`config.mk`:
```
export PLATFORM = sky130hd
export DESIGN_NAME = sbp_regs
export DESIGN_NICKNAME = d
export VERILOG_FILES = /design/src/hw/sbp_pkg.sv /design/src/hw/sbp_lbr_if.sv /design/src/hw/sbp_lbr_timer.sv /design/src/hw/sbp_regs.sv
export SDC_FILE = /design/constraint.sdc
export NUM_CORES = 1
export LEC_CHECK = 0
export BUFFER_PORTS_ARGS = -buffer_cell sky130_fd_sc_hd__buf_4
export CAP_MARGIN = 20
export CORE_ASPECT_RATIO = 0.75
export CORE_MARGIN = 2
export CORE_UTILIZATION = 45
export DETAILED_ROUTE_END_ITERATION = 8
export SYNTH_ARGS = -nofsm -noshare
export SYNTH_HDL_FRONTEND = slang
export SYNTH_HIERARCHICAL = 1
export SYNTH_SLANG_ARGS = --single-unit
```
`constraint.sdc`:
```
create_clock -name clk_sys -period 4.3 [get_ports clk_sys]
set_input_delay 0.86 -clock clk_sys [delete_from_list [all_inputs] [get_ports clk_sys]]
set_output_delay 0.86 -clock clk_sys [all_outputs]
set_load 0.1 [all_outputs]
```
`src/hw/sbp_pkg.sv`:
```
/*
 * Package of the serial bus PHY register bank: register indices, field
 * positions, values after reset, fixed capability values and timing.
 * Assumes a 40 MHz system clock; Avalon word address equals register index.
 */
package sbp_pkg;

  localparam int REG_AW = 4;
  localparam int DATA_W = 32;

  // Register indices; Avalon byte address is four times the index
  localparam logic [3:0] IDX_NODE = 4'h0;
  localparam logic [3:0] IDX_GAP = 4'h1;
  localparam logic [3:0] IDX_PORTS = 4'h2;
  localparam logic [3:0] IDX_SPEED = 4'h3;
  localparam logic [3:0] IDX_LINK = 4'h4;
  localparam logic [3:0] IDX_EVENTS = 4'h5;
  localparam logic [3:0] IDX_RSVD6 = 4'h6;
  localparam logic [3:0] IDX_PAGE = 4'h7;

  // Field positions in the 8-bit value, counted from the LSB
  localparam int POS_ROOT_HOLDOFF = 7;
  localparam int POS_START_LBR = 6;
  localparam int POS_LINK_CTRL = 7;
  localparam int POS_CONTENDER = 6;
  localparam int POS_PAGE_SEL = 5;
  localparam int POS_PORT_SEL = 0;

  // Values after reset and fixed capability values
  localparam logic [5:0] GAP_RST = 6'h3F;
  localparam logic LINK_CTRL_RST = 1'b1;
  localparam logic [2:0] EXT_VAL = 3'h7;
  localparam logic [4:0] NUM_PORTS_VAL = 5'h02;
  localparam logic [2:0] SPEED_VAL = 3'h2;
  localparam logic [3:0] DELAY_VAL = 4'h0;
  localparam logic [2:0] JITTER_VAL = 3'h0;
  localparam logic [2:0] PAGE_RSV_LO = 3'h2;
  localparam logic [2:0] PAGE_RSV_HI = 3'h6;
  localparam logic [2:0] PAGE_TOP = 3'h7;
  localparam int PAGE_SLOTS = 3;
  localparam logic [1:0] STRAP_WAIT = 2'h3;

  // Long bus reset timing
  localparam int CLK_PERIOD_NS = 25;
  localparam int LBR_TIME_US = 166;
  localparam int LBR_CYCLES = (LBR_TIME_US * 1000 + CLK_PERIOD_NS - 1) / CLK_PERIOD_NS;

  function automatic logic pg_reserved(input logic [2:0] page);
    pg_reserved = (page >= PAGE_RSV_LO) && (page <= PAGE_RSV_HI);
  endfunction : pg_reserved

  // Storage slot of an implemented page: 0 and 1 keep theirs, 7 takes 2
  function automatic logic [1:0] pg_slot(input logic [2:0] page);
    pg_slot = (page == PAGE_TOP) ? 2'h2 : {1'b0, page[0]};
  endfunction : pg_slot

endpackage : sbp_pkg

```
`src/hw/sbp_lbr_if.sv`:
```
/*
 * Interface between the register bank and its long bus reset timer.
 * Assumes both ends run on the same system clock.
 */
`timescale 1ns/10ps
interface sbp_lbr_if;
  logic start;
  logic active;
  logic done;
  modport ctl (output start, input active, input done);
  modport tmr (input start, output active, output done);
endinterface : sbp_lbr_if

```
`src/hw/sbp_lbr_timer.sv`:
```
/*
 * Long bus reset timer: holds active for a fixed number of cycles after a
 * start pulse and pulses done at the end.
 * Assumes start is a one-cycle pulse from logic on clk_sys.
 */
`timescale 1ns/10ps
module sbp_lbr_timer
  import sbp_pkg::*;
#(
  parameter int CYCLES = LBR_CYCLES
) (
  input wire logic clk_sys,
  input wire logic nrst,
  sbp_lbr_if.tmr lbr
);

  logic [15:0] cnt_r, cnt_nxt;
  logic active_r, active_nxt;
  logic done_r, done_nxt;

  always_comb begin
    cnt_nxt = cnt_r;
    active_nxt = active_r;
    done_nxt = 1'b0;
    if (active_r) begin
      if (cnt_r == 16'h0000) begin
        active_nxt = 1'b0;
        done_nxt = 1'b1;
      end else begin
        cnt_nxt = cnt_r - 16'h0001;
      end
    end else if (lbr.start) begin
      active_nxt = 1'b1;
      cnt_nxt = 16'(CYCLES - 1);
    end
  end

  always_ff @(posedge clk_sys or negedge nrst) begin
    if (!nrst) begin
      cnt_r <= 16'h0000;
      active_r <= 1'b0;
      done_r <= 1'b0;
    end else begin
      cnt_r <= cnt_nxt;
      active_r <= active_nxt;
      done_r <= done_nxt;
    end
  end

  assign lbr.active = active_r;
  assign lbr.done = done_r;
endmodule : sbp_lbr_timer

```
`src/hw/sbp_regs.sv`:
```
/*
 * Register bank of a two-port serial bus PHY: eight base registers, a
 * paged window of eight more, Avalon-MM slave with waitrequest, gap count
 * and bus reset control, root and link-active status.
 * Assumes one clock domain; pins are synchronised here; event inputs are
 * one-cycle pulses from logic on clk_sys.
 */
`timescale 1ns/10ps
module sbp_regs
  import sbp_pkg::*;
#(
  parameter int LBR_CYC = LBR_CYCLES
) (
  input wire logic clk_sys,
  input wire logic nrst,
  input wire logic [REG_AW-1:0] avs_address,
  input wire logic avs_read,
  input wire logic avs_write,
  input wire logic [DATA_W-1:0] avs_writedata,
  input wire logic [3:0] avs_byteenable,
  output logic [DATA_W-1:0] avs_readdata,
  output logic avs_waitrequest,
  input wire logic [5:0] phy_id,
  input wire logic root_won,
  input wire logic bus_reset_evt,
  input wire logic cfg_gap_valid,
  input wire logic [5:0] cfg_gap_value,
  input wire logic xfer_busy,
  input wire logic cable_power_flag,
  input wire logic link_power_status_input,
  input wire logic contender_strap,
  output logic bus_reset_drive,
  output logic link_active_bit,
  output logic [5:0] gap_count,
  output logic root_holdoff_flag,
  output logic contender,
  output logic [7:0] feature_enables,
  output logic [2:0] power_class
);

  sbp_lbr_if lbr ();

  sbp_lbr_timer #(.CYCLES(LBR_CYC)) u_timer (
    .clk_sys(clk_sys),
    .nrst(nrst),
    .lbr(lbr)
  );

  // Pin synchronisers
  logic [2:0] s1_r, s2_r;
  always_ff @(posedge clk_sys or negedge nrst) begin
    if (!nrst) begin
      s1_r <= 3'h0;
      s2_r <= 3'h0;
    end else begin
      s1_r <= {cable_power_flag, link_power_status_input, contender_strap};
      s2_r <= s1_r;
    end
  end
  logic cps_s, lps_s, strap_s;
  assign {cps_s, lps_s, strap_s} = s2_r;

  // Bus handshake: answer one cycle after the request appears
  logic ack_r, ack_nxt, wreq_r, wreq_nxt;
  logic [7:0] rdat_r, rdat_nxt;
  logic [7:0] rd_val;
  logic wr_take;

  // Control state
  logic rhb_r, rhb_nxt;
  logic lbr_req_r, lbr_req_nxt;
  logic [5:0] gap_r, gap_nxt;
  logic gap_upd_r, gap_upd_nxt;
  logic reset_seen_r, reset_seen_nxt;
  logic root_r, root_nxt;
  logic link_active_control_r, link_active_control_nxt;
  logic cont_r, cont_nxt;
  logic [1:0] strap_cnt_r, strap_cnt_nxt;
  logic [2:0] pwr_r, pwr_nxt;
  logic [7:0] evt_en_r, evt_en_nxt;
  logic [2:0] page_r, page_nxt;
  logic [3:0] port_r, port_nxt;
  logic link_act_r, link_act_nxt;
  logic lbr_start_r, lbr_start_nxt;
  logic [7:0] pmem_r [PAGE_SLOTS*8];
  logic [7:0] pmem_nxt [PAGE_SLOTS*8];
  logic bus_reset;
  logic [4:0] slot;

  assign wr_take = avs_write && ack_r && avs_byteenable[0];
  // A self-started long reset counts as a bus reset from its first cycle
  assign bus_reset = bus_reset_evt || lbr_start_r;
  assign slot = {pg_slot(page_r), avs_address[2:0]};

  // Read mux
  always_comb begin
    rd_val = 8'h00;
    if (!avs_address[3]) begin
      case (avs_address)
        IDX_NODE: rd_val = {phy_id, root_r, cps_s};
        IDX_GAP: rd_val = {rhb_r, lbr_req_r, gap_r};
        IDX_PORTS: rd_val = {EXT_VAL, NUM_PORTS_VAL};
        IDX_SPEED: rd_val = {SPEED_VAL, 1'b0, DELAY_VAL};
        IDX_LINK: rd_val = {link_active_control_r, cont_r, JITTER_VAL, pwr_r};
        IDX_EVENTS: rd_val = evt_en_r;
        IDX_PAGE: rd_val = {page_r, 1'b0, port_r};
        default: rd_val = 8'h00;
      endcase
    end else if (!pg_reserved(page_r)) begin
      rd_val = pmem_r[slot];
    end
  end

  always_comb begin
    ack_nxt = (avs_read || avs_write) && !ack_r;
    wreq_nxt = !ack_nxt;
    rdat_nxt = rdat_r;
    if ((avs_read || avs_write) && !ack_r) begin
      rdat_nxt = avs_read ? rd_val : 8'h00;
    end
  end

  always_ff @(posedge clk_sys or negedge nrst) begin
    if (!nrst) begin
      ack_r <= 1'b0;
      wreq_r <= 1'b1;
      rdat_r <= 8'h00;
    end else begin
      ack_r <= ack_nxt;
      wreq_r <= wreq_nxt;
      rdat_r <= rdat_nxt;
    end
  end

  // Register writes and hardware side effects
  always_comb begin
    rhb_nxt = rhb_r;
    lbr_req_nxt = lbr_req_r;
    gap_nxt = gap_r;
    gap_upd_nxt = gap_upd_r;
    reset_seen_nxt = reset_seen_r;
    root_nxt = root_r;
    link_active_control_nxt = link_active_control_r;
    cont_nxt = cont_r;
    strap_cnt_nxt = strap_cnt_r;
    pwr_nxt = pwr_r;
    evt_en_nxt = evt_en_r;
    page_nxt = page_r;
    port_nxt = port_r;
    pmem_nxt = pmem_r;
    // Strap caught once, after the synchroniser has filled
    if (strap_cnt_r != STRAP_WAIT) begin
      strap_cnt_nxt = strap_cnt_r + 2'h1;
      if (strap_cnt_r == STRAP_WAIT - 2'h1) begin
        cont_nxt = strap_s;
      end
    end
    // A gap write or config in the same cycle as a bus reset still counts
    if (bus_reset) begin
      root_nxt = 1'b0;
      if (reset_seen_r && !gap_upd_r) begin
        gap_nxt = GAP_RST;
      end
      reset_seen_nxt = 1'b1;
      gap_upd_nxt = 1'b0;
    end
    if (wr_take) begin
      case (avs_address)
        IDX_GAP: begin
          rhb_nxt = avs_writedata[POS_ROOT_HOLDOFF];
          lbr_req_nxt = avs_writedata[POS_START_LBR];
          gap_nxt = avs_writedata[5:0];
          gap_upd_nxt = 1'b1;
        end
        IDX_LINK: begin
          link_active_control_nxt = avs_writedata[POS_LINK_CTRL];
          cont_nxt = avs_writedata[POS_CONTENDER];
          pwr_nxt = avs_writedata[2:0];
        end
        IDX_EVENTS: evt_en_nxt = avs_writedata[7:0];
        IDX_PAGE: begin
          page_nxt = avs_writedata[POS_PAGE_SEL +: 3];
          port_nxt = avs_writedata[POS_PORT_SEL +: 4];
        end
        default: begin
          if (avs_address[3] && !pg_reserved(page_r)) begin
            pmem_nxt[slot] = avs_writedata[7:0];
          end
        end
      endcase
    end
    if (cfg_gap_valid) begin
      gap_nxt = cfg_gap_value;
      gap_upd_nxt = 1'b1;
    end
    // Becoming root beats a same-cycle reset; a reset beats a reset request
    if (root_won) root_nxt = 1'b1;
    if (bus_reset) lbr_req_nxt = 1'b0;
  end

  // Long reset waits for the current transfer to finish
  always_comb begin
    lbr_start_nxt = lbr_req_r && !xfer_busy && !lbr.active && !lbr_start_r;
    link_act_nxt = link_active_control_r && lps_s;
  end
  assign lbr.start = lbr_start_r;

  always_ff @(posedge clk_sys or negedge nrst) begin
    if (!nrst) begin
      rhb_r <= 1'b0;
      lbr_req_r <= 1'b0;
      gap_r <= GAP_RST;
      gap_upd_r <= 1'b0;
      reset_seen_r <= 1'b0;
      root_r <= 1'b0;
      link_active_control_r <= LINK_CTRL_RST;
      cont_r <= 1'b0;
      strap_cnt_r <= 2'h0;
      pwr_r <= 3'h0;
      evt_en_r <= 8'h00;
      page_r <= 3'h0;
      port_r <= 4'h0;
      link_act_r <= 1'b0;
      lbr_start_r <= 1'b0;
      for (int i = 0; i < PAGE_SLOTS * 8; i++) begin
        pmem_r[i] <= 8'h00;
      end
    end else begin
      rhb_r <= rhb_nxt;
      lbr_req_r <= lbr_req_nxt;
      gap_r <= gap_nxt;
      gap_upd_r <= gap_upd_nxt;
      reset_seen_r <= reset_seen_nxt;
      root_r <= root_nxt;
      link_active_control_r <= link_active_control_nxt;
      cont_r <= cont_nxt;
      strap_cnt_r <= strap_cnt_nxt;
      pwr_r <= pwr_nxt;
      evt_en_r <= evt_en_nxt;
      page_r <= page_nxt;
      port_r <= port_nxt;
      link_act_r <= link_act_nxt;
      lbr_start_r <= lbr_start_nxt;
      pmem_r <= pmem_nxt;
    end
  end

  assign avs_readdata = {24'h000000, rdat_r};
  assign avs_waitrequest = wreq_r;
  assign bus_reset_drive = lbr.active;
  assign link_active_bit = link_act_r;
  assign gap_count = gap_r;
  assign root_holdoff_flag = rhb_r;
  assign contender = cont_r;
  assign feature_enables = evt_en_r;
  assign power_class = pwr_r;
endmodule : sbp_regs

```
==> flow_summary.ini <==
[outcome]
outcome = complete, no violations

[drt]
routedWlPerCell_um = 23.1
drcViolationCount = 0
postRouteAntennaNets = 0
via_per_inst = 5.84
wirelength_um = 31400
num_vias = 7914
drt_iter0_markers = 565
firstDrtPassIters = 7

[critical_path]
arrival_ps = 3190
path_cells = buf_4, buf_4, mux4_2, nor2_1, nor4_1, o31a_1, a221o_1
cp_common_cell = buf_4
cpLargestDelayFamily = buffers and inverters
cp-start-kind = input pin
critPathMaxStageDelay_ps = 610
cp_slowest_cell = buf_4
crit_buf_inv = 2
cp.required_ps = 4710
crit_type = in2reg
end_kind = register
crit_fanout = 45

[die]
die_w_um = 197
fp-row-count = 52
die_area_um2 = 29200
io_pins = 117
core_area_um2 = 27200
die_height_um = 148
start_util_pct = 46.0

[finish]
nNetsFinal = 1052
fill_cells = 2381
syn_to_final_growth_pct = 13.0
multiInputGateArea_um2 = 5620
instances_no_fill = 1356
final_layout_size_suffix_gt1_share_pct = 41.8
seq_area_um2 = 6520
diodes = 0

[clocking]
cts-root-buf = clkbuf_16
numCtsBuffers = 26
cts_setup_buffers = 0
post_cts_resized = 0
clk_pin_slew_ps = 60
cts_buffer_depth = 3
cts_tree = done
hold_buffers = 0
insertion_delay_ps = 530
clock-sinks = 260
h-tree-depth = 1

[sta]
min_period_over_period_pct = 64.6
finalSetupViolCount = 0
finalSetupTns_ps = 0
max-slew-margin-rel_pct = 40.1
drv_slew = 0
layout_min_cycle_time_ps = 2780
rsz0062_at_grt = false
skew_ps = 11.0
finalHoldViolations = 0
fmax_mhz = 360
worstMarginPinSlew_ps = 894

[power_and_ir_drop]
power_density_nw_per_um2 = 446
leakage_nw = 6.60
irDropWorstVdd_v = 0.000272

[place]
dpl.hpwl_um = 20700
portBuffers = 65
dp_cells = 1309
place.gp.congestion = 0.829

[global_routing]
grt_util_all_layers_pct = 21.8
grt_pass1_vias = 7893
grt_pass1_wl_um = 48600
grt_overflow_total = 0
grt_max_degree = 91
antenna_found_initial = 1

[job]
drv_cap = 0

[min_path]
hp-class = in2async

[logic_synthesis]
synthesis.instances = 934
postSynthAreaPerCell_um2 = 13.4
yosys_warnings = 6
netlist_area_um2 = 12500
==> power by group <==
| part | internal (mW) | switching, mW | total [mW] |
|---|---|---|---|
| clock | 1.42 | 0.962 | 2.38 |
| combinational | 0.359 | 0.752 | 1.11 |
| sequential | 2.65 | 0.173 | 2.82 |
| total | 4.42 | 1.89 | 6.31 |
==> flip-flops by register name, indices dropped and copies added (netlist names), 4 cells and up <==
signal and flops:
pmem_r 192, u_timer/cnt_r 16, feature_enables 8, gap_count 6, rdat_r 8, port_r 4
==> layer usage <==
metal | up-vias | wire, um | global-route usage (%)
met5 | - | 0 | 0
met4 | 0 | 401 | 3.08
met3 | 27 | 1830 | 3.70
met2 | 226 | 13600 | 31.9
met1 | 4144 | 15500 | 34.8
li1 | 3517 | - | -
==> cells in the final DEF (no fill, tap or decap), types with 6 or more instances in the layout <==
cell type  count
a21oi_1       13
and3_1         6
buf_4         82
clkbuf_1       7
clkbuf_16     27
conb_1        24
dfrtp_1      252
dfstp_2        8
inv_1          7
mux2_2       215
mux2i_1       33
mux4_2        39
nand2_1       53
nand2b_1      10
nand3_1       13
nor2_1        23
nor2_2         8
nor2b_1       10
nor3_2         7
o21ai_0       19
o22ai_1       11
o31ai_1        6
or3_1          8
==> cell type report <==
type                            instances  area share, %
Timing Repair Buffer                   84           4.60
Sequential cell                       260           46.0
Inverter                                8          0.212
Tap cell                              351           3.10
Multi-Input combinational cell        606           39.7
Clock inverter                          8          0.884
Clock buffer                           39           5.45
==> final timing paths <==
check / to / slack (ps) / cells after the start / from
worst max-delay path: rdat_r[5] / 1520 / 7 / avs_address[0]
worst min-delay path: pmem_r[120] / 320 / 1 / nrst
worst max register to register: pmem_r[155] / 1700 / 5 / ack_r
worst min register to register: s2_r[0] / 350 / 0 / s1_r[0]
max in group asynchronous: pmem_r[2] / 3030 / 2 / nrst
min in group clk_sys: s2_r[0] / 350 / 0 / s1_r[0]
==> through the flow <==
| step | power, mW | hold slack, ps | setup WS, ps | instance area (um2) | utilization, % |
|---|---|---|---|---|---|
| floorplan | 3.67 | 331 | 1690 | 12600 | - |
| global placement | 3.96 | 334 | 946 | 13300 | 48.7 |
| detailed placement | 3.97 | 341 | 912 | 13300 | 48.7 |
| CTS | 6.36 | 355 | 1470 | 14200 | 52.0 |
| global route | 6.56 | 357 | 1400 | 14200 | 52.0 |
| finish | 6.31 | 316 | 1520 | 14200 | 52.0 |
Power figures use the tool's default switching activity.
